## config.mk

```make
export PLATFORM = sky130hd
export DESIGN_NAME = pfcn_port
export DESIGN_NICKNAME = d
export VERILOG_FILES = /design/src/verilog/pfcn_pkg.sv /design/src/verilog/pfcn_axil_slave.sv /design/src/verilog/pfcn_change_det.sv /design/src/verilog/pfcn_port.sv
export SDC_FILE = /design/constraint.sdc
export NUM_CORES = 1
export LEC_CHECK = 0
export CAP_MARGIN = 15
export CORE_ASPECT_RATIO = 2
export CORE_MARGIN = 4
export CORE_UTILIZATION = 35
export DETAILED_ROUTE_END_ITERATION = 8
export DONT_BUFFER_PORTS = 1
export GPL_TIMING_DRIVEN = 0
export PLACE_DENSITY = 0.52
export SETUP_SLACK_MARGIN = 0.4
export SYNTH_ARGS = -nofsm -noshare
export SYNTH_HDL_FRONTEND = slang
export SYNTH_SLANG_ARGS = --single-unit
export TNS_END_PERCENT = 100
```

## constraint.sdc

```tcl
create_clock -name aclk -period 2.4 [get_ports aclk]
set_input_delay 0.12 -clock aclk [delete_from_list [all_inputs] [get_ports aclk]]
set_output_delay 0.12 -clock aclk [all_outputs]
set_load 0.03 [all_outputs]
```

## src/verilog/pfcn_pkg.sv

```systemverilog
package pfcn_pkg;

  localparam int          PFCN_DW    = 32;
  localparam int          PFCN_HALF  = 16;
  localparam int          PFCN_BYTES = 4;
  localparam int          PFCN_PINS  = 16;

  // Byte addresses of the registers; bits 3:2 pick the alias.
  localparam logic [15:0] OFF_DIR  = 16'h6510;
  localparam logic [15:0] OFF_LVL  = 16'h6520;
  localparam logic [15:0] OFF_LAT  = 16'h6530;
  localparam logic [15:0] OFF_ODC  = 16'h6540;
  localparam logic [15:0] OFF_PU   = 16'h6550;
  localparam logic [15:0] OFF_PD   = 16'h6560;
  localparam logic [15:0] OFF_CTRL = 16'h6570;
  localparam logic [15:0] OFF_CNEN = 16'h6580;
  localparam logic [15:0] OFF_STAT = 16'h6590;
  localparam logic [15:0] OFF_IST  = 16'h65A0;
  localparam logic [15:0] OFF_IMSK = 16'h65B0;

  localparam logic [1:0]  ALIAS_BASE = 2'h0;
  localparam logic [1:0]  ALIAS_CLR  = 2'h1;
  localparam logic [1:0]  ALIAS_SET  = 2'h2;
  localparam logic [1:0]  ALIAS_INV  = 2'h3;

  localparam logic [31:0] PIN_IMPL  = 32'h0000_31FF;
  localparam logic [31:0] CN_IMPL   = 32'h0000_31BF;
  localparam logic [31:0] CTRL_IMPL = 32'h0000_A000;
  localparam int          CTRL_ON   = 15;
  localparam int          CTRL_STOP_IN_IDLE = 13;

  localparam logic [31:0] DIR_RST   = 32'h0000_31FF;
  localparam logic [31:0] CTRL_RST  = 32'h0000_0000;
  localparam logic [31:0] ZERO_W    = 32'h0000_0000;
  localparam logic [3:0]  STRB_ALL  = 4'hF;

  localparam logic [1:0]  RESP_OKAY   = 2'h0;
  localparam logic [1:0]  RESP_SLVERR = 2'h2;

  typedef struct packed {
    logic [31:0] dir;
    logic [31:0] lat;
    logic [31:0] odc;
    logic [31:0] pu;
    logic [31:0] pd;
    logic [31:0] ctrl;
    logic [31:0] cn_en;
    logic [31:0] cn_flag;
    logic [31:0] pin_lvl;
    logic [31:0] irq_st;
    logic [31:0] irq_mask;
  } pfcn_regs_s;

  function automatic logic [31:0] pfcn_strb_mask(input logic [3:0] strb);
    logic [31:0] m;
    m = ZERO_W;
    for (int i = 0; i < PFCN_BYTES; i++) begin
      m[8*i +: 8] = {8{strb[i]}};
    end
    return m;
  endfunction

  function automatic logic [31:0] pfcn_alias(input logic [31:0] old,
                                             input logic [31:0] data,
                                             input logic [31:0] m,
                                             input logic [1:0]  sel);
    case (sel)
      ALIAS_CLR: return old & ~(data & m);
      ALIAS_SET: return old | (data & m);
      ALIAS_INV: return old ^ (data & m);
      default:   return (old & ~m) | (data & m);
    endcase
  endfunction

  function automatic logic pfcn_hit(input logic [15:0] addr, input logic [15:0] off);
    return addr[15:4] == off[15:4];
  endfunction

endpackage

```

## src/verilog/pfcn_axil_slave.sv

```systemverilog
`timescale 1ns/1ps
module pfcn_axil_slave #(
  parameter int ADDR_W = 16
) (
  input  wire logic                         aclk,
  input  wire logic                         aresetn,
  input  wire logic [ADDR_W-1:0]            s_axi_awaddr,
  input  wire logic                         s_axi_awvalid,
  output logic                              s_axi_awready,
  input  wire logic [pfcn_pkg::PFCN_DW-1:0] s_axi_wdata,
  input  wire logic [3:0]                   s_axi_wstrb,
  input  wire logic                         s_axi_wvalid,
  output logic                              s_axi_wready,
  output logic [1:0]                        s_axi_bresp,
  output logic                              s_axi_bvalid,
  input  wire logic                         s_axi_bready,
  input  wire logic [ADDR_W-1:0]            s_axi_araddr,
  input  wire logic                         s_axi_arvalid,
  output logic                              s_axi_arready,
  output logic [pfcn_pkg::PFCN_DW-1:0]      s_axi_rdata,
  output logic [1:0]                        s_axi_rresp,
  output logic                              s_axi_rvalid,
  input  wire logic                         s_axi_rready,
  output logic                              wr_en,
  output logic [15:0]                       wr_addr,
  output logic [pfcn_pkg::PFCN_DW-1:0]      wr_data,
  output logic [3:0]                        wr_strb,
  input  wire logic                         wr_err,
  output logic                              rd_en,
  output logic [15:0]                       rd_addr,
  input  wire logic [pfcn_pkg::PFCN_DW-1:0] rd_data,
  input  wire logic                         rd_err
);
  import pfcn_pkg::*;

  if (ADDR_W < 16) begin : g_chk
    $error("ADDR_W must be at least 16.");
  end

  typedef struct packed {
    logic [15:0] aw_addr;
    logic        aw_have;
    logic [31:0] w_data;
    logic [3:0]  w_strb;
    logic        w_have;
    logic        bvalid;
    logic [1:0]  bresp;
    logic        rvalid;
    logic [31:0] rdata;
    logic [1:0]  rresp;
  } pfcn_axil_s;

  pfcn_axil_s st_r;
  pfcn_axil_s st_nxt;

  assign s_axi_awready = ~st_r.aw_have & ~st_r.bvalid;
  assign s_axi_wready  = ~st_r.w_have & ~st_r.bvalid;
  assign s_axi_arready = ~st_r.rvalid;
  assign s_axi_bvalid  = st_r.bvalid;
  assign s_axi_bresp   = st_r.bresp;
  assign s_axi_rvalid  = st_r.rvalid;
  assign s_axi_rdata   = st_r.rdata;
  assign s_axi_rresp   = st_r.rresp;
  assign wr_en         = st_r.aw_have & st_r.w_have & ~st_r.bvalid;
  assign wr_addr       = st_r.aw_addr;
  assign wr_data       = st_r.w_data;
  assign wr_strb       = st_r.w_strb;
  assign rd_en         = s_axi_arvalid & ~st_r.rvalid;
  assign rd_addr       = s_axi_araddr[15:0];

  always_comb begin
    st_nxt = st_r;
    if (s_axi_awvalid && s_axi_awready) begin
      st_nxt.aw_addr = s_axi_awaddr[15:0];
      st_nxt.aw_have = 1'b1;
    end
    if (s_axi_wvalid && s_axi_wready) begin
      st_nxt.w_data = s_axi_wdata;
      st_nxt.w_strb = s_axi_wstrb;
      st_nxt.w_have = 1'b1;
    end
    if (st_r.bvalid && s_axi_bready) begin
      st_nxt.bvalid = 1'b0;
    end
    if (wr_en) begin
      st_nxt.aw_have = 1'b0;
      st_nxt.w_have  = 1'b0;
      st_nxt.bvalid  = 1'b1;
      st_nxt.bresp   = wr_err ? RESP_SLVERR : RESP_OKAY;
    end
    if (st_r.rvalid && s_axi_rready) begin
      st_nxt.rvalid = 1'b0;
    end
    if (rd_en) begin
      st_nxt.rvalid = 1'b1;
      st_nxt.rdata  = rd_data;
      st_nxt.rresp  = rd_err ? RESP_SLVERR : RESP_OKAY;
    end
  end

  always_ff @(posedge aclk) begin
    if (!aresetn) begin
      st_r <= '0;
    end else begin
      st_r <= st_nxt;
    end
  end

endmodule // pfcn_axil_slave

```

## src/verilog/pfcn_change_det.sv

```systemverilog
`timescale 1ns/1ps
module pfcn_change_det (
  input  wire logic                           aclk,
  input  wire logic                           aresetn,
  input  wire logic [pfcn_pkg::PFCN_PINS-1:0] pins,
  input  wire logic [pfcn_pkg::PFCN_PINS-1:0] enable,
  input  wire logic                           active,
  output logic [pfcn_pkg::PFCN_PINS-1:0]      change
);
  import pfcn_pkg::*;

  typedef struct packed {
    logic [PFCN_PINS-1:0] prev;
    logic                 primed;
  } pfcn_det_s;

  pfcn_det_s st_r;
  pfcn_det_s st_nxt;

  // The previous sample follows the pins even while detection is off, so that
  // switching the module on does not report stale differences.
  for (genvar i = 0; i < PFCN_PINS; i++) begin : g_pin
    assign change[i] = active & st_r.primed & enable[i] & (pins[i] ^ st_r.prev[i]);
  end

  always_comb begin
    st_nxt        = st_r;
    st_nxt.prev   = pins;
    st_nxt.primed = 1'b1;
  end

  always_ff @(posedge aclk) begin
    if (!aresetn) begin
      st_r <= '0;
    end else begin
      st_r <= st_nxt;
    end
  end

endmodule // pfcn_change_det

```

## src/verilog/pfcn_port.sv

```systemverilog
// Added by the designer: the AXI4-Lite register port.
`timescale 1ns/1ps
// Operation
// - Each register except the change flags and the interrupt status and mask has clear, set and invert aliases at plus 0x4, 0x8 and 0xC acting on ones.
// - Bits 31:16 of every port register read as zero and reset to zero.
// - Only the change-notice control register has a defined zero reset; others are unspecified.
// - Direction, level, latch, open-drain, pull-up and pull-down hold only bits 0-8, 12, 13.
// - Change enable and change flags hold only pins 0-5, 7, 8, 12, 13; pin 6 reads zero.
module pfcn_port #(
  parameter int ADDR_W = 16
) (
  input  wire logic                           aclk,
  input  wire logic                           aresetn,
  input  wire logic [ADDR_W-1:0]              s_axi_awaddr,
  input  wire logic                           s_axi_awvalid,
  output logic                                s_axi_awready,
  input  wire logic [pfcn_pkg::PFCN_DW-1:0]   s_axi_wdata,
  input  wire logic [3:0]                     s_axi_wstrb,
  input  wire logic                           s_axi_wvalid,
  output logic                                s_axi_wready,
  output logic [1:0]                          s_axi_bresp,
  output logic                                s_axi_bvalid,
  input  wire logic                           s_axi_bready,
  input  wire logic [ADDR_W-1:0]              s_axi_araddr,
  input  wire logic                           s_axi_arvalid,
  output logic                                s_axi_arready,
  output logic [pfcn_pkg::PFCN_DW-1:0]        s_axi_rdata,
  output logic [1:0]                          s_axi_rresp,
  output logic                                s_axi_rvalid,
  input  wire logic                           s_axi_rready,
  input  wire logic [pfcn_pkg::PFCN_PINS-1:0] pin_level_bits,
  input  wire logic                           idle_mode,
  output logic [pfcn_pkg::PFCN_PINS-1:0]      pad_out,
  output logic [pfcn_pkg::PFCN_PINS-1:0]      pad_oe,
  output logic [pfcn_pkg::PFCN_PINS-1:0]      weak_pullup_enable_bits,
  output logic [pfcn_pkg::PFCN_PINS-1:0]      weak_pulldown_enable_bits,
  output logic                                irq
);
  import pfcn_pkg::*;

  pfcn_regs_s           st_r;
  pfcn_regs_s           st_nxt;
  logic                 wr_en;
  logic [15:0]          wr_addr;
  logic [31:0]          wr_data;
  logic [3:0]           wr_strb;
  logic                 wr_err;
  logic                 rd_en;
  logic [15:0]          rd_addr;
  logic [31:0]          rd_data;
  logic                 rd_err;
  logic [31:0]          wm;
  logic [1:0]           walias;
  logic [PFCN_PINS-1:0] cn_event;
  logic                 cn_active;

  pfcn_axil_slave #(.ADDR_W(ADDR_W)) u_bus (
    .aclk          (aclk),
    .aresetn       (aresetn),
    .s_axi_awaddr  (s_axi_awaddr),
    .s_axi_awvalid (s_axi_awvalid),
    .s_axi_awready (s_axi_awready),
    .s_axi_wdata   (s_axi_wdata),
    .s_axi_wstrb   (s_axi_wstrb),
    .s_axi_wvalid  (s_axi_wvalid),
    .s_axi_wready  (s_axi_wready),
    .s_axi_bresp   (s_axi_bresp),
    .s_axi_bvalid  (s_axi_bvalid),
    .s_axi_bready  (s_axi_bready),
    .s_axi_araddr  (s_axi_araddr),
    .s_axi_arvalid (s_axi_arvalid),
    .s_axi_arready (s_axi_arready),
    .s_axi_rdata   (s_axi_rdata),
    .s_axi_rresp   (s_axi_rresp),
    .s_axi_rvalid  (s_axi_rvalid),
    .s_axi_rready  (s_axi_rready),
    .wr_en         (wr_en),
    .wr_addr       (wr_addr),
    .wr_data       (wr_data),
    .wr_strb       (wr_strb),
    .wr_err        (wr_err),
    .rd_en         (rd_en),
    .rd_addr       (rd_addr),
    .rd_data       (rd_data),
    .rd_err        (rd_err)
  );

  // Stop-in-idle only matters while the device reports idle.
  assign cn_active = st_r.ctrl[CTRL_ON] & ~(st_r.ctrl[CTRL_STOP_IN_IDLE] & idle_mode);

  pfcn_change_det u_det (
    .aclk    (aclk),
    .aresetn (aresetn),
    .pins    (pin_level_bits),
    .enable  (st_r.cn_en[PFCN_PINS-1:0]),
    .active  (cn_active),
    .change  (cn_event)
  );

  assign wm     = pfcn_strb_mask(wr_strb);
  assign walias = wr_addr[3:2];

  // An open-drain pin only drives its low level; a high latch releases the pad.
  assign pad_out                   = st_r.lat[PFCN_PINS-1:0];
  assign pad_oe                    = ~st_r.dir[PFCN_PINS-1:0]
                                     & ~(st_r.odc[PFCN_PINS-1:0] & st_r.lat[PFCN_PINS-1:0])
                                     & PIN_IMPL[PFCN_PINS-1:0];
  assign weak_pullup_enable_bits   = st_r.pu[PFCN_PINS-1:0];
  assign weak_pulldown_enable_bits = st_r.pd[PFCN_PINS-1:0];
  assign irq                       = |(st_r.irq_st & st_r.irq_mask);

  // Read decode. The interrupt registers have no aliases.
  always_comb begin
    rd_data = ZERO_W;
    rd_err  = 1'b0;
    if (pfcn_hit(rd_addr, OFF_DIR)) begin
      rd_data = st_r.dir;
    end else if (pfcn_hit(rd_addr, OFF_LVL)) begin
      rd_data = st_r.pin_lvl;
    end else if (pfcn_hit(rd_addr, OFF_LAT)) begin
      rd_data = st_r.lat;
    end else if (pfcn_hit(rd_addr, OFF_ODC)) begin
      rd_data = st_r.odc;
    end else if (pfcn_hit(rd_addr, OFF_PU)) begin
      rd_data = st_r.pu;
    end else if (pfcn_hit(rd_addr, OFF_PD)) begin
      rd_data = st_r.pd;
    end else if (pfcn_hit(rd_addr, OFF_CTRL)) begin
      rd_data = st_r.ctrl;
    end else if (pfcn_hit(rd_addr, OFF_CNEN)) begin
      rd_data = st_r.cn_en;
    end else if (pfcn_hit(rd_addr, OFF_STAT)) begin
      rd_data = st_r.cn_flag;
    end else if (pfcn_hit(rd_addr, OFF_IST) && rd_addr[3:2] == ALIAS_BASE) begin
      rd_data = st_r.irq_st;
    end else if (pfcn_hit(rd_addr, OFF_IMSK) && rd_addr[3:2] == ALIAS_BASE) begin
      rd_data = st_r.irq_mask;
    end else begin
      rd_err = 1'b1;
    end
  end

  always_comb begin
    st_nxt         = st_r;
    wr_err         = 1'b0;
    st_nxt.pin_lvl = {{PFCN_HALF{1'b0}}, pin_level_bits} & PIN_IMPL;
    if (wr_en) begin
      if (pfcn_hit(wr_addr, OFF_DIR)) begin
        st_nxt.dir = pfcn_alias(st_r.dir, wr_data, wm, walias) & PIN_IMPL;
      end else if (pfcn_hit(wr_addr, OFF_LVL) || pfcn_hit(wr_addr, OFF_LAT)) begin
        // A write to the level register lands in the output latch.
        st_nxt.lat = pfcn_alias(st_r.lat, wr_data, wm, walias) & PIN_IMPL;
      end else if (pfcn_hit(wr_addr, OFF_ODC)) begin
        st_nxt.odc = pfcn_alias(st_r.odc, wr_data, wm, walias) & PIN_IMPL;
      end else if (pfcn_hit(wr_addr, OFF_PU)) begin
        st_nxt.pu = pfcn_alias(st_r.pu, wr_data, wm, walias) & PIN_IMPL;
      end else if (pfcn_hit(wr_addr, OFF_PD)) begin
        st_nxt.pd = pfcn_alias(st_r.pd, wr_data, wm, walias) & PIN_IMPL;
      end else if (pfcn_hit(wr_addr, OFF_CTRL)) begin
        st_nxt.ctrl = pfcn_alias(st_r.ctrl, wr_data, wm, walias) & CTRL_IMPL;
      end else if (pfcn_hit(wr_addr, OFF_CNEN)) begin
        st_nxt.cn_en = pfcn_alias(st_r.cn_en, wr_data, wm, walias) & CN_IMPL;
      end else if (pfcn_hit(wr_addr, OFF_STAT)) begin
        st_nxt.cn_flag = st_r.cn_flag;
      end else if (pfcn_hit(wr_addr, OFF_IST) && walias == ALIAS_BASE) begin
        st_nxt.irq_st = st_r.irq_st & ~(wr_data & wm);
      end else if (pfcn_hit(wr_addr, OFF_IMSK) && walias == ALIAS_BASE) begin
        st_nxt.irq_mask = pfcn_alias(st_r.irq_mask, wr_data, wm, ALIAS_BASE) & CN_IMPL;
      end else begin
        wr_err = 1'b1;
      end
    end
    // Reading the pin levels acknowledges the change flags, as in a mismatch
    // scheme; the new event is merged after the clear so that it is never lost.
    if (rd_en && pfcn_hit(rd_addr, OFF_LVL)) begin
      st_nxt.cn_flag = ZERO_W;
    end
    st_nxt.cn_flag = st_nxt.cn_flag | ({{PFCN_HALF{1'b0}}, cn_event} & CN_IMPL);
    st_nxt.irq_st  = st_nxt.irq_st | ({{PFCN_HALF{1'b0}}, cn_event} & CN_IMPL);
  end

  // Registers whose reset is unspecified still get a fixed value here.
  always_ff @(posedge aclk) begin
    if (!aresetn) begin
      st_r      <= '0;
      st_r.dir  <= DIR_RST;
      st_r.ctrl <= CTRL_RST;
    end else begin
      st_r <= st_nxt;
    end
  end

  set_alias_a : assert property (
    @(posedge aclk) disable iff (!aresetn)
    (wr_en && pfcn_hit(wr_addr, OFF_LAT) && walias == ALIAS_SET)
    |=> ((st_r.lat & $past(wr_data) & $past(wm) & PIN_IMPL)
         == ($past(wr_data) & $past(wm) & PIN_IMPL)))
    else $error("Set alias did not set latch bits.");

  inv_alias_a : assert property (
    @(posedge aclk) disable iff (!aresetn)
    (wr_en && pfcn_hit(wr_addr, OFF_DIR) && walias == ALIAS_INV)
    |=> (st_r.dir == (($past(st_r.dir) ^ ($past(wr_data) & $past(wm))) & PIN_IMPL)))
    else $error("Invert alias did not toggle direction bits.");

  upper_zero_a : assert property (
    @(posedge aclk) disable iff (!aresetn)
    (rd_en && !rd_err) |-> (rd_data[PFCN_DW-1:PFCN_HALF] == ZERO_W[PFCN_DW-1:PFCN_HALF]))
    else $error("Upper halfword read not zero.");

  ctrl_reset_a : assert property (
    @(posedge aclk)
    !aresetn |=> (st_r.ctrl == CTRL_RST))
    else $error("Control register not zero after reset.");

  pin_impl_a : assert property (
    @(posedge aclk) disable iff (!aresetn)
    (rd_en && (pfcn_hit(rd_addr, OFF_DIR) || pfcn_hit(rd_addr, OFF_LVL)))
    |-> ((rd_data & ~PIN_IMPL) == ZERO_W))
    else $error("Unimplemented pin bit read as one.");

  cn_impl_a : assert property (
    @(posedge aclk) disable iff (!aresetn)
    (wr_en && pfcn_hit(wr_addr, OFF_CNEN) && walias == ALIAS_BASE
     && wr_strb == STRB_ALL && wr_data == ~ZERO_W)
    |=> (st_r.cn_en == CN_IMPL))
    else $error("Change enable does not match implemented pins.");

  cn_halt_a : assert property (
    @(posedge aclk) disable iff (!aresetn)
    !cn_active |=> ((st_r.cn_flag & ~$past(st_r.cn_flag)) == ZERO_W))
    else $error("Change flag set while detection halted.");

  cn_set_a : assert property (
    @(posedge aclk) disable iff (!aresetn)
    (cn_active && cn_event != '0)
    |=> ((st_r.cn_flag[PFCN_PINS-1:0] & $past(cn_event)) == $past(cn_event)))
    else $error("Change event did not set its flag.");

  clr_alias_a : assert property (
    @(posedge aclk) disable iff (!aresetn)
    (wr_en && pfcn_hit(wr_addr, OFF_ODC) && walias == ALIAS_CLR)
    |=> ((st_r.odc & $past(wr_data) & $past(wm)) == ZERO_W))
    else $error("Clear alias left open-drain bits set.");

  base_write_a : assert property (
    @(posedge aclk) disable iff (!aresetn)
    (wr_en && pfcn_hit(wr_addr, OFF_PU) && walias == ALIAS_BASE)
    |=> (st_r.pu == ((($past(st_r.pu) & ~$past(wm)) | ($past(wr_data) & $past(wm)))
                     & PIN_IMPL)))
    else $error("Base write did not load pull-up bits.");

  pin_bits_a : assert property (
    @(posedge aclk) disable iff (!aresetn)
    ((st_r.dir | st_r.lat | st_r.odc | st_r.pu | st_r.pd | st_r.pin_lvl) & ~PIN_IMPL)
    == ZERO_W)
    else $error("Unimplemented pin bit held as one.");

  cn_bits_a : assert property (
    @(posedge aclk) disable iff (!aresetn)
    ((st_r.cn_en | st_r.cn_flag | st_r.irq_st | st_r.irq_mask) & ~CN_IMPL) == ZERO_W)
    else $error("Flag or enable held on a pin without change notice.");

  ctrl_bits_a : assert property (
    @(posedge aclk) disable iff (!aresetn)
    (st_r.ctrl & ~CTRL_IMPL) == ZERO_W)
    else $error("Unimplemented control bit held as one.");

  flag_clear_a : assert property (
    @(posedge aclk) disable iff (!aresetn)
    (rd_en && pfcn_hit(rd_addr, OFF_LVL))
    |=> ((st_r.cn_flag[PFCN_PINS-1:0] & ~$past(cn_event)) == '0))
    else $error("Level read did not clear change flags.");

  stat_ro_a : assert property (
    @(posedge aclk) disable iff (!aresetn)
    (wr_en && pfcn_hit(wr_addr, OFF_STAT) && !rd_en)
    |=> (st_r.cn_flag == ($past(st_r.cn_flag) | {{PFCN_HALF{1'b0}}, $past(cn_event)})))
    else $error("Write changed the change flags.");

  irq_w1c_a : assert property (
    @(posedge aclk) disable iff (!aresetn)
    (wr_en && pfcn_hit(wr_addr, OFF_IST) && walias == ALIAS_BASE)
    |=> ((st_r.irq_st & $past(wr_data) & $past(wm)
          & ~{{PFCN_HALF{1'b0}}, $past(cn_event)}) == ZERO_W))
    else $error("Write of one did not clear interrupt status.");

  wr_answer_a : assert property (
    @(posedge aclk) disable iff (!aresetn)
    wr_en |=> s_axi_bvalid)
    else $error("Write without a response.");

  rd_answer_a : assert property (
    @(posedge aclk) disable iff (!aresetn)
    rd_en |=> s_axi_rvalid)
    else $error("Read without a response.");

  off_quiet_a : assert property (
    @(posedge aclk) disable iff (!aresetn)
    !st_r.ctrl[CTRL_ON] |-> (cn_event == '0))
    else $error("Change event while the module is off.");

  idle_quiet_a : assert property (
    @(posedge aclk) disable iff (!aresetn)
    (st_r.ctrl[CTRL_STOP_IN_IDLE] && idle_mode) |-> (cn_event == '0))
    else $error("Change event while stopped in idle.");

endmodule // pfcn_port

```

# Yosys cells after proc, flatten, opt, wreduce, memory -nomap -nowiden
# Cells that the tools add are included.
[word_totals]
regBits = 280
latchBits = 0
mem_bits_rw = 0
mem_bits_ro = 0
inputBits = 92
output_inout_bits = 106
wordCells = 240
memories = 0
[classes]
add_sub_neg = 0
multipliers = 0
n_div = 0
n_lt_le_gt_ge = 0
eq_ne = 25
shift = 0
muxes = 66
n_bitwise = 101
n_reduce_logical = 24
[ops]
columns = ["cell", "n"]
rows = [
  ["2-to-1 mux 32 bit", 18],
  ["2-to-1 mux 64 bit", 9],
  ["== test 12 x 11 -> 1 bit, second input constant", 22],
  ["case mux 14 bit (3 select lines)", 6],
  ["bitwise AND 14 bit", 15],
  ["OR 14 bit", 13],
  ["bitwise XOR 14 bit", 6],
  ["bitwise AND 32 bit", 2],
  ["OR 32 x 14 -> 32 bit", 2],
  ["case mux 16 bit (3 select lines)", 1],
  ["2-to-1 mux 14 bit", 3],
  ["2-to-1 mux 35 bit", 1],
  ["bitwise AND 16 bit", 2],
  ["bitwise AND 32 x 14 -> 32 bit", 1],
  ["inverter 32 bit", 1],
  ["OR 16 bit", 2],
  ["OR reduction 32 bit", 1],
  ["bitwise AND 1 bit", 28],
  ["inverter 14 bit", 2],
  ["2-to-1 mux 1 bit", 25],
  ["inverter 16 bit", 1],
  ["bitwise XOR 16 bit", 1],
  ["inverter 1 bit", 15],
  ["AND reduction 11 bit", 1],
  ["other kinds (17)", 38],
]

# Depth between registers and ports, before layout
# Gate-level depths: netlist (run 1).
[logic_depth]
depth_word = 15
depth_mapped = 8
ltp_nobuf = 7

# Modules after synthesis
# A second synthesis (run 1) with hierarchy kept.
[unflattened]
hier_cells = 1832
hier_area_um2 = 14840.5
[modules_own_cells]
columns = ["module", "n_inst", "cells_per_inst", "area_per_inst_um2", "seq_area_each_um2"]
rows = [
  ["pfcn_port", 1, 1258, 10002.1, 2602.5],
  ["pfcn_axil_slave", 1, 506, 4125.2, 1801.7],
  ["pfcn_change_det", 1, 68, 713.2, 340.3],
]

# Worst setup path before layout (run 1)
# Ideal clock, no wire load.
[synth_timing]
path_type = "register -> register"
from = "register u_bus.st_r (netlist bit u_bus.s_axi_bvalid)"
to = "register st_r[48] (netlist name)"
setup_time_ns = 0.132
arrival_time_ns = 2.017
required_ns = 2.268
setup_slack_ns = 0.251
path_stages_with_launch = 8
n_path_buf = 2
synth_period_minus_slack_ns = 2.149
cell_sequence = "dfxtp_1 > and3b_1 > buf_6 > nand2_8 > or4_4 > buf_6 > nor4b_4 > a21oi_1"
[synth_between]
elab_chain_len = 4
[synth_lines]
columns = ["item", "line", "text"]
rows = [
  ["start, declared", "pfcn_axil_slave.sv:53", "pfcn_axil_s st_r;"],
  ["start signal, assigned", "pfcn_axil_slave.sv:105", "st_r <= st_nxt;"],
  ["inverter 1 bit", "pfcn_axil_slave.sv:64", "assign wr_en = st_r.aw_have & st_r.w_have & ~st_r.bvalid;"],
  ["bitwise AND 1 bit", "pfcn_axil_slave.sv:64", ""],
  ["2-to-1 mux 64 bit", "pfcn_port.sv:147", "if (wr_en) begin"],
  ["OR 32 x 14 -> 32 bit", "pfcn_port.sv:179", "st_nxt.irq_st = st_nxt.irq_st | ({{PFCN_HALF{1'b0}}, cn_event} & CN_IMPL);"],
  ["end signal, assigned", "pfcn_port.sv:189", "st_r <= st_nxt;"],
  ["end, declared", "pfcn_port.sv:41", "pfcn_regs_s st_r;"],
]
# No other way between the ends.
# A chain may end at the register's enable or synchronous reset.

# Final worst setup path (run 1)
[layout_timing]
from = "register u_bus.st_r (netlist bit u_bus.s_axi_bvalid)"
to = "register st_r[61] (netlist name)"
# The elaborated chain is that of the path after synthesis.

==> metrics.md, run 1 <==
| Metric | Value |
|---|---|
| Status | completed |
| Residual DRC | 0 |
| CTS tree | yes |
| Antenna cells | 0 |
| Setup TNS Final | 0 ns |
| Vias in the first global route | 12,579 |
| Placed cells | 2,053 |
| CP Data Arrival Time | 2.48 ns |
| Pwr Total | 8.42 mW |
| Die ar. | 41,000 µm² |
| Finished Cell Area | 16,400 µm² |
| CP Capture Type | register |
| Max frequency | 486 MHz |
| Worst-path clk slew | 0.07 ns |
| PortBufs | 0 |
| Most used DFF post-synth | dfxtp_1 |
| Clock Skews | 0.0134 ns |
| Rel. slew slack | 37.3% |
| Wire length per cell | 24.5 µm |
| CTS Sinks | 219 |
| Unrepaired setup endpoints after global routing | yes |
| Fraction of registers with async set/reset | 0% |
| Sequential power share | 45.0% |
| Hold WS | 0.0723 ns |
| Routed vias | 12,242 |
| Seq cells post-synth | 219 |
| Gr usage total | 25.5% |
| Ports | 198 |
| Hold Fails Final Rpt | 0 |
| Switching Fraction | 28.3% |
| Period utilisation layout | 85.7% |
| Power density cells | 512 nW/µm² |
| Final setup violation count | 0 |
| Cell Area, Placed | 13,800 µm² |
| Post-synth EDFFs | 0 |
| Via density per instance | 5.54 |
| Clock latency on the worst-skew pair | 0.53 ns |
| Synthesis Warnings | 0 |
| Final Util | 44.3% |
| Root buffer cell | clkbuf_16 |
| Routed Antenna Nets | 0 |
| Initial antenna violation count | 2 |
| Worst setup margin | 0.344 ns |
| Die height | 282 µm |
| CP cell instances | and3b_1 -> buf_6 -> nand2_8 -> or4_4 -> buf_8 -> nor4b_4 -> buf_4 -> a21oi_2 |
| Library cells used by synthesis | 62 |
| Mapped Area | 13,200 µm² |
| Layout cells sized above 1 | 23.2% |
| Cts bufs inserted | 22 |
| Pleak | 6.35 nW |
| Cell Int Power | 6.04 mW |
| Initial Utilization | 35.5% |
| Nets | 1,960 |
| DRT Wirelength | 54,200 µm |
| Drt pass-1 iters | 5 |
| Die width | 145 µm |
| IR drop worst, VDD | 0.000480 V |
| Gp weighted congestion | 0.983 |
| Clock Path Buffers | 3 |
| Worst hold-check path type | input port to register |
| Max incr delay on CP | 0.43 ns |
| Startpoint types | register |
| H-Tree Depth | 1 |
| DRT iter0 DRCs | 753 |
| Switching pwr | 2.38 mW |
| Critical Path Fanout Max | 7 |
| Area delta synth->final | 24.9% |
| First-pass GRT wire length | 79,600 µm |
| Dpl hpwl | 41,200 µm |
| Grt total ovfl | 0 |
| Worst-Margin Slew | 0.941 ns |
| Avg Inst Size Synth | 8.38 µm² |
| Critical Path RT | 2.83 ns |
| FILL cells | 3,662 |
| Tmin final | 2.06 ns |
| Largest net degree at the start of global routing | 16 |
| Sequential cell area fraction in the yosys report | 33.3% |
| CP top delay family | simple AND/OR/NAND/NOR gates |
| Max Slew Vio Count | 0 |
| Part of the power in combinational logic | 12.0% |
| Clk pwr share | 43.0% |
| Row Count | 100 |
| Critical path class | register to register |
| CP bufs+invs | 3 |
| Post-Layout Cell Count | 2,208 |
| Slowest-stage cell, CP | or4_4 |
| Max cap viols | 0 |
| Pre-CTS setup slack | -0.563 ns |
| Synth Instances | 1,572 |
| Core outline area | 37,200 µm² |
==> logic make-up after synthesis <==
logic type	share of synthesized area [%]
other	0.0285
adders and majority gates	12.7
and+or+nand+nor	16.0
DFF	33.3
xor gates and xnor gates	0.665
buffers and inverters	10.4
muxes	8.24
AOI/OAI and AO/OA	18.7
==> per-layer routing <==
metal / vias to the layer above / part of all wire (%) / GRT usage (%) / wire length (µm)
li1: 5734 / - / - / -
met1: 5892 / 35 / 24.9 / 18700
met2: 447 / 52 / 48.6 / 28400
met3: 167 / 4.7 / 4.04 / 2530
met4: 2 / 8.3 / 18.5 / 4510
met5: - / 0.015 / 0 / 8
==> cell type report <==
| class | instances | area, µm² | area share (%) |
|---|---|---|---|
| multi-input combinational | 1107 | 8020 | 48.7 |
| sequential | 219 | 4390 | 26.7 |
| buffer | 189 | 1240 | 7.55 |
| timing repair buffer | 117 | 1200 | 7.30 |
| clock buffer | 28 | 634 | 3.86 |
| tap | 459 | 574 | 3.49 |
| inverter | 78 | 293 | 1.78 |
| clock inverter | 11 | 97.6 | 0.593 |
==> Yosys cell counts, types with 5 or more instances <==
cell,count,area share [%]
nand2b_1,11,0.52
a211oi_1,16,0.91
nor2_1,150,4.3
clkbuf_1,73,2.1
and2_1,15,0.71
buf_1,11,0.31
nand2_1,195,5.6
xor2_1,10,0.66
nor3_1,12,0.46
a31oi_1,13,0.62
buf_4,89,5.1
buf_2,14,0.53
dfxtp_1,219,33
mux2i_1,23,1.7
ha_1,134,13
a21oi_1,182,6.9
nor2b_1,10,0.47
mux2_2,74,6.3
o21ai_0,34,1.3
and3_1,6,0.28
a221oi_1,7,0.47
nand3_1,23,0.87
inv_1,77,2.2
a22oi_1,28,1.6
nand4_1,5,0.24
o211ai_1,26,1.5
a311oi_1,50,3.3
==> power groups by stage <==
| stage | registers, mW | logic [mW] | clock network, mW |
|---|---|---|---|
| after floorplan | 3.83 | 0.562 | 0 |
| after global placement | 3.86 | 0.820 | 0 |
| after detailed placement | 3.86 | 0.831 | 0 |
| after CTS | 3.78 | 0.980 | 3.70 |
| after global routing | 3.80 | 1.08 | 3.83 |
| final | 3.79 | 1.01 | 3.62 |
==> tightest hold or removal path, cell delays in order <==
cell and delay (ns):
o21ai_0 0.05, nand2b_1 0.07, a221oi_1 0.09, a211oi_1 0.22
==> timing repair <==
| item | 4_1_cts | 5_1_grt |
|---|---|---|
| resized for setup | 121 | 130 |
| endpoints found under the setup margin | 174 | 158 |
| gates cloned | 1 | 0 |
| endpoints found under the hold margin | 87 | 0 |
| pin swaps | 22 | 34 |
| hold buffers | 71 | 0 |
| buffers inserted | 29 | 15 |
==> final timing paths <==
check        slack, ns                from  cells past startpoint              endpoint
max reg2reg       0.34  u_bus.s_axi_bvalid                      8              st_r[61]
min reg2reg       0.42   u_bus.wr_data[11]                      1              st_r[43]
min               0.07     s_axi_araddr[2]                      4  u_bus.s_axi_rresp[1]
max               0.34  u_bus.s_axi_bvalid                      8              st_r[61]
==> layout by cell type (no fill, tap or decap), drive strengths merged, types with 3 or more instances in the layout <==
| cell | instances |
|---|---|
| a221oi | 7 |
| mux2 | 74 |
| dfxtp | 219 |
| nand3 | 23 |
| ha | 134 |
| a22oi | 28 |
| buf | 168 |
| xor2 | 10 |
| o2111a | 4 |
| o22ai | 4 |
| a21o | 3 |
| o311ai | 4 |
| clkbuf | 95 |
| nor3 | 14 |
| a31oi | 13 |
| nand4 | 5 |
| a32oi | 4 |
| nand2 | 196 |
| nand2b | 11 |
| nor2b | 10 |
| conb | 22 |
| inv | 78 |
| and2 | 15 |
| mux2i | 23 |
| nor4bb | 4 |
| nor2 | 150 |
| dlygate4sd3 | 71 |
| a211oi | 16 |
| clkinvlp | 4 |
| clkinv | 6 |
| nor4b | 3 |
| a21oi | 182 |
| o211ai | 26 |
| nor4 | 8 |
| and3 | 6 |
| a311oi | 50 |
| o21ai | 34 |
(Power assumes the default switching activity.)
==> run 2: changes to the inputs <==
CORE_ASPECT_RATIO = not set   (was 2)
CORE_MARGIN = 5   (was 4)
clock period = 2.6 ns   (was 2.4 ns; I/O delays follow)
==> metrics.md, run 2 (synthesis gave the netlist of run 1 again) <==
| Metric | Value |
|---|---|
| Status | completed |
| Met2 Use GR | 37.1% (-12 points) |
| Worst hold-check path type | input port to register |
| Via density per instance | 5.38 (-2.9%) |
| Reg-to-Reg Start | u_bus.wr_addr[15] |
| CP top delay family | simple AND/OR/NAND/NOR gates |
| Power density cells | 540 nW/µm² (+5.5%) |
| Gr usage total | 23.1% (-2.4 points) |
| H-Tree Depth | 1 (unchanged) |
| DRT Wirelength | 50,200 µm (-7.3%) |
| CP cell instances | and4bb_4 -> nand2_2 -> or4_4 -> buf_6 -> clkbuf_4 -> o21ai_0 -> a21oi_1 |
| CP bufs+invs | 2 (-1) |
| Initial Utilization | 35.2% (-0.23 points) |
| DRT iter0 DRCs | 864 (+15%) |
| Routed Antenna Nets | 0 (unchanged) |
| Grt total ovfl | 0 (unchanged) |
| M1 GR Usage | 31.0% (+6.1 points) |
| Clock latency on the worst-skew pair | 0.56 ns (+0.03 ns) |
| Wire length per cell | 22.4 µm (-8.5%) |
| CTS tree | yes |
| Worst-Margin Slew | 1.17 ns (+0.227 ns) |
| Final setup violation count | 0 (unchanged) |
| Root buffer cell | clkbuf_16 |
| Tmin final | 2.14 ns (+0.0813 ns) |
| Hold Fails Final Rpt | 0 (unchanged) |
| Placed cells | 2,105 (+2.5%) |
| Cts bufs inserted | 27 (+23%) |
| Die height | 204 µm (-28%) |
| Nets | 1,931 (-1.5%) |
| Dpl hpwl | 36,900 µm (-10%) |
| Slowest-stage cell, CP | or4_4 |
| Critical Path Fanout Max | 10 (+3) |
| Period utilisation layout | 82.2% (-3.5 points) |
| Critical path class | register to register |
| PortBufs | 0 (unchanged) |
| Initial antenna violation count | 1 (-1) |
| Clock Skews | 0.0166 ns (+0.00329 ns) |
| Pleak | 6.07 nW (-4.4%) |
| Startpoint types | register |
| Row Count | 71 (-29%) |
| Most common cell after layout, fill and taps aside | dfxtp_1 |
| Die ar. | 41,600 µm² (+1.5%) |
| Ports | 198 (unchanged) |
| Critical Path RT | 3.01 ns (+0.18 ns) |
| Area delta synth->final | 21.1% |
| Vias in the first global route | 11,520 (-8.4%) |
| Max incr delay on CP | 0.50 ns (+0.07 ns) |
| Rel. slew slack | 22.1% (-15 points) |
| Die width | 204 µm (+41%) |
| HP Start | s_axi_araddr[2] |
| Largest net degree at the start of global routing | 15 (-1) |
| First-pass GRT wire length | 73,700 µm (-7.4%) |
| CTS Sinks | 219 (unchanged) |
| Antenna cells | 0 (unchanged) |
| Residual DRC | 0 (unchanged) |
| Drt pass-1 iters | 5 (unchanged) |
| GRT busiest layer | met2 |
| Reg2Reg Setup Slack | 0.46 ns (+0.12 ns) |
| Hold EP | u_bus.s_axi_rdata[15] |
| Clock Path Buffers | 3 (unchanged) |
| Max cap viols | 0 (unchanged) |
| Max Slew Vio Count | 0 (unchanged) |
| IR drop worst, VDD | 0.000447 V (-7.0%) |
| Final Util | 42.7% (-1.6 points) |
| Layout cells sized above 1 | 17.9% (-5.3 points) |
| Core outline area | 37,400 µm² (+0.64%) |
| CP Data Arrival Time | 2.55 ns (+0.07 ns) |
| Post-Layout Cell Count | 2,237 (+1.3%) |
| Gp weighted congestion | 0.934 (-5.0%) |
| Routed vias | 12,038 (-1.7%) |
| Max frequency | 468 MHz (-3.8%) |
| CP Capture Type | register |
| R2R cell count | 7 (-1) |
| Worst-path clk slew | 0.06 ns (about the same) |
| Global Route met3 Usage | 4.97% (+0.93 points) |
| Most frequent cells in the layout | dfxtp_1, a21oi_1, nand2_1, nor2_1, ha_1 |
| R2r endpoint | st_r[39] |
| Unrepaired setup endpoints after global routing | yes |
| WHS Path Cells | 5 (+1) |
## run 2: routing by layer
metal	up-vias	wire, µm
met4	2	1840
met1	5790	21500
li1	5673	-
met3	106	3890
met5	-	20
met2	467	22900
## run 2: stage by stage
stage | setup slack (ns) | hold slack (ns) | TNS, ns | cell area, µm² | power (mW)
6_report | 0.463 | 0.101 | 0 | 16000 | 8.62
3_5_place_dp | -0.363 | 0.158 | -9.26 | 13900 | 4.31
2_1_floorplan | 0.451 | 0.158 | 0 | 13300 | 4.06
3_3_place_gp | -0.344 | 0.158 | -9.65 | 13900 | 4.30
5_1_grt | 0.363 | 0.0998 | 0 | 16000 | 8.87
4_1_cts | 0.385 | 0.0844 | 0 | 15900 | 8.63
## run 2: timing repair
item	in CTS	in global routing
resized for setup	55	41
endpoints found under the hold margin	87	0
pin swaps	8	3
hold buffers	70	0
setup endpoints to repair	156	90
buffers inserted	11	1
## run 2: worst max-delay path by stage
stage	depth (start not counted)	endpoint	start	slack [ns]
final	7	st_r[39]	u_bus.wr_addr[15]	0.46
after global routing	7	register	u_bus.wr_addr[2]	0.36
after CTS	5	register	u_bus.wr_addr[6]	0.38
after detailed placement	8	register	u_bus.wr_strb[0]	-0.36
after global placement	7	register	u_bus.wr_addr[3]	-0.34
after floorplan	7	st_r[48]	u_bus.s_axi_bvalid	0.45
## run 2: final cells by class
cell class	instances	area, µm²
inverter	78	293
multi-input combinational	1107	7690
clock inverter	8	180
sequential	219	4390
fill	3760	21400
timing repair buffer	83	825
tap	511	639
clock buffer	42	812
buffer	189	1130
## run 2: worst min-delay path, delay by kind of cell
| family | cells | cell delay, ns |
|---|---|---|
| and+or+nand+nor | 3 | 0.33 |
| AOI/OAI and AO/OA | 2 | 0.15 |
## run 2: power by group
group | switching (mW) | leakage (nW) | internal (mW)
registers | 0.0701 | 1.78 | 3.43
logic | 0.597 | 3.81 | 0.292
clock network | 1.59 | 0.487 | 2.64
total | 2.26 | 6.07 | 6.36
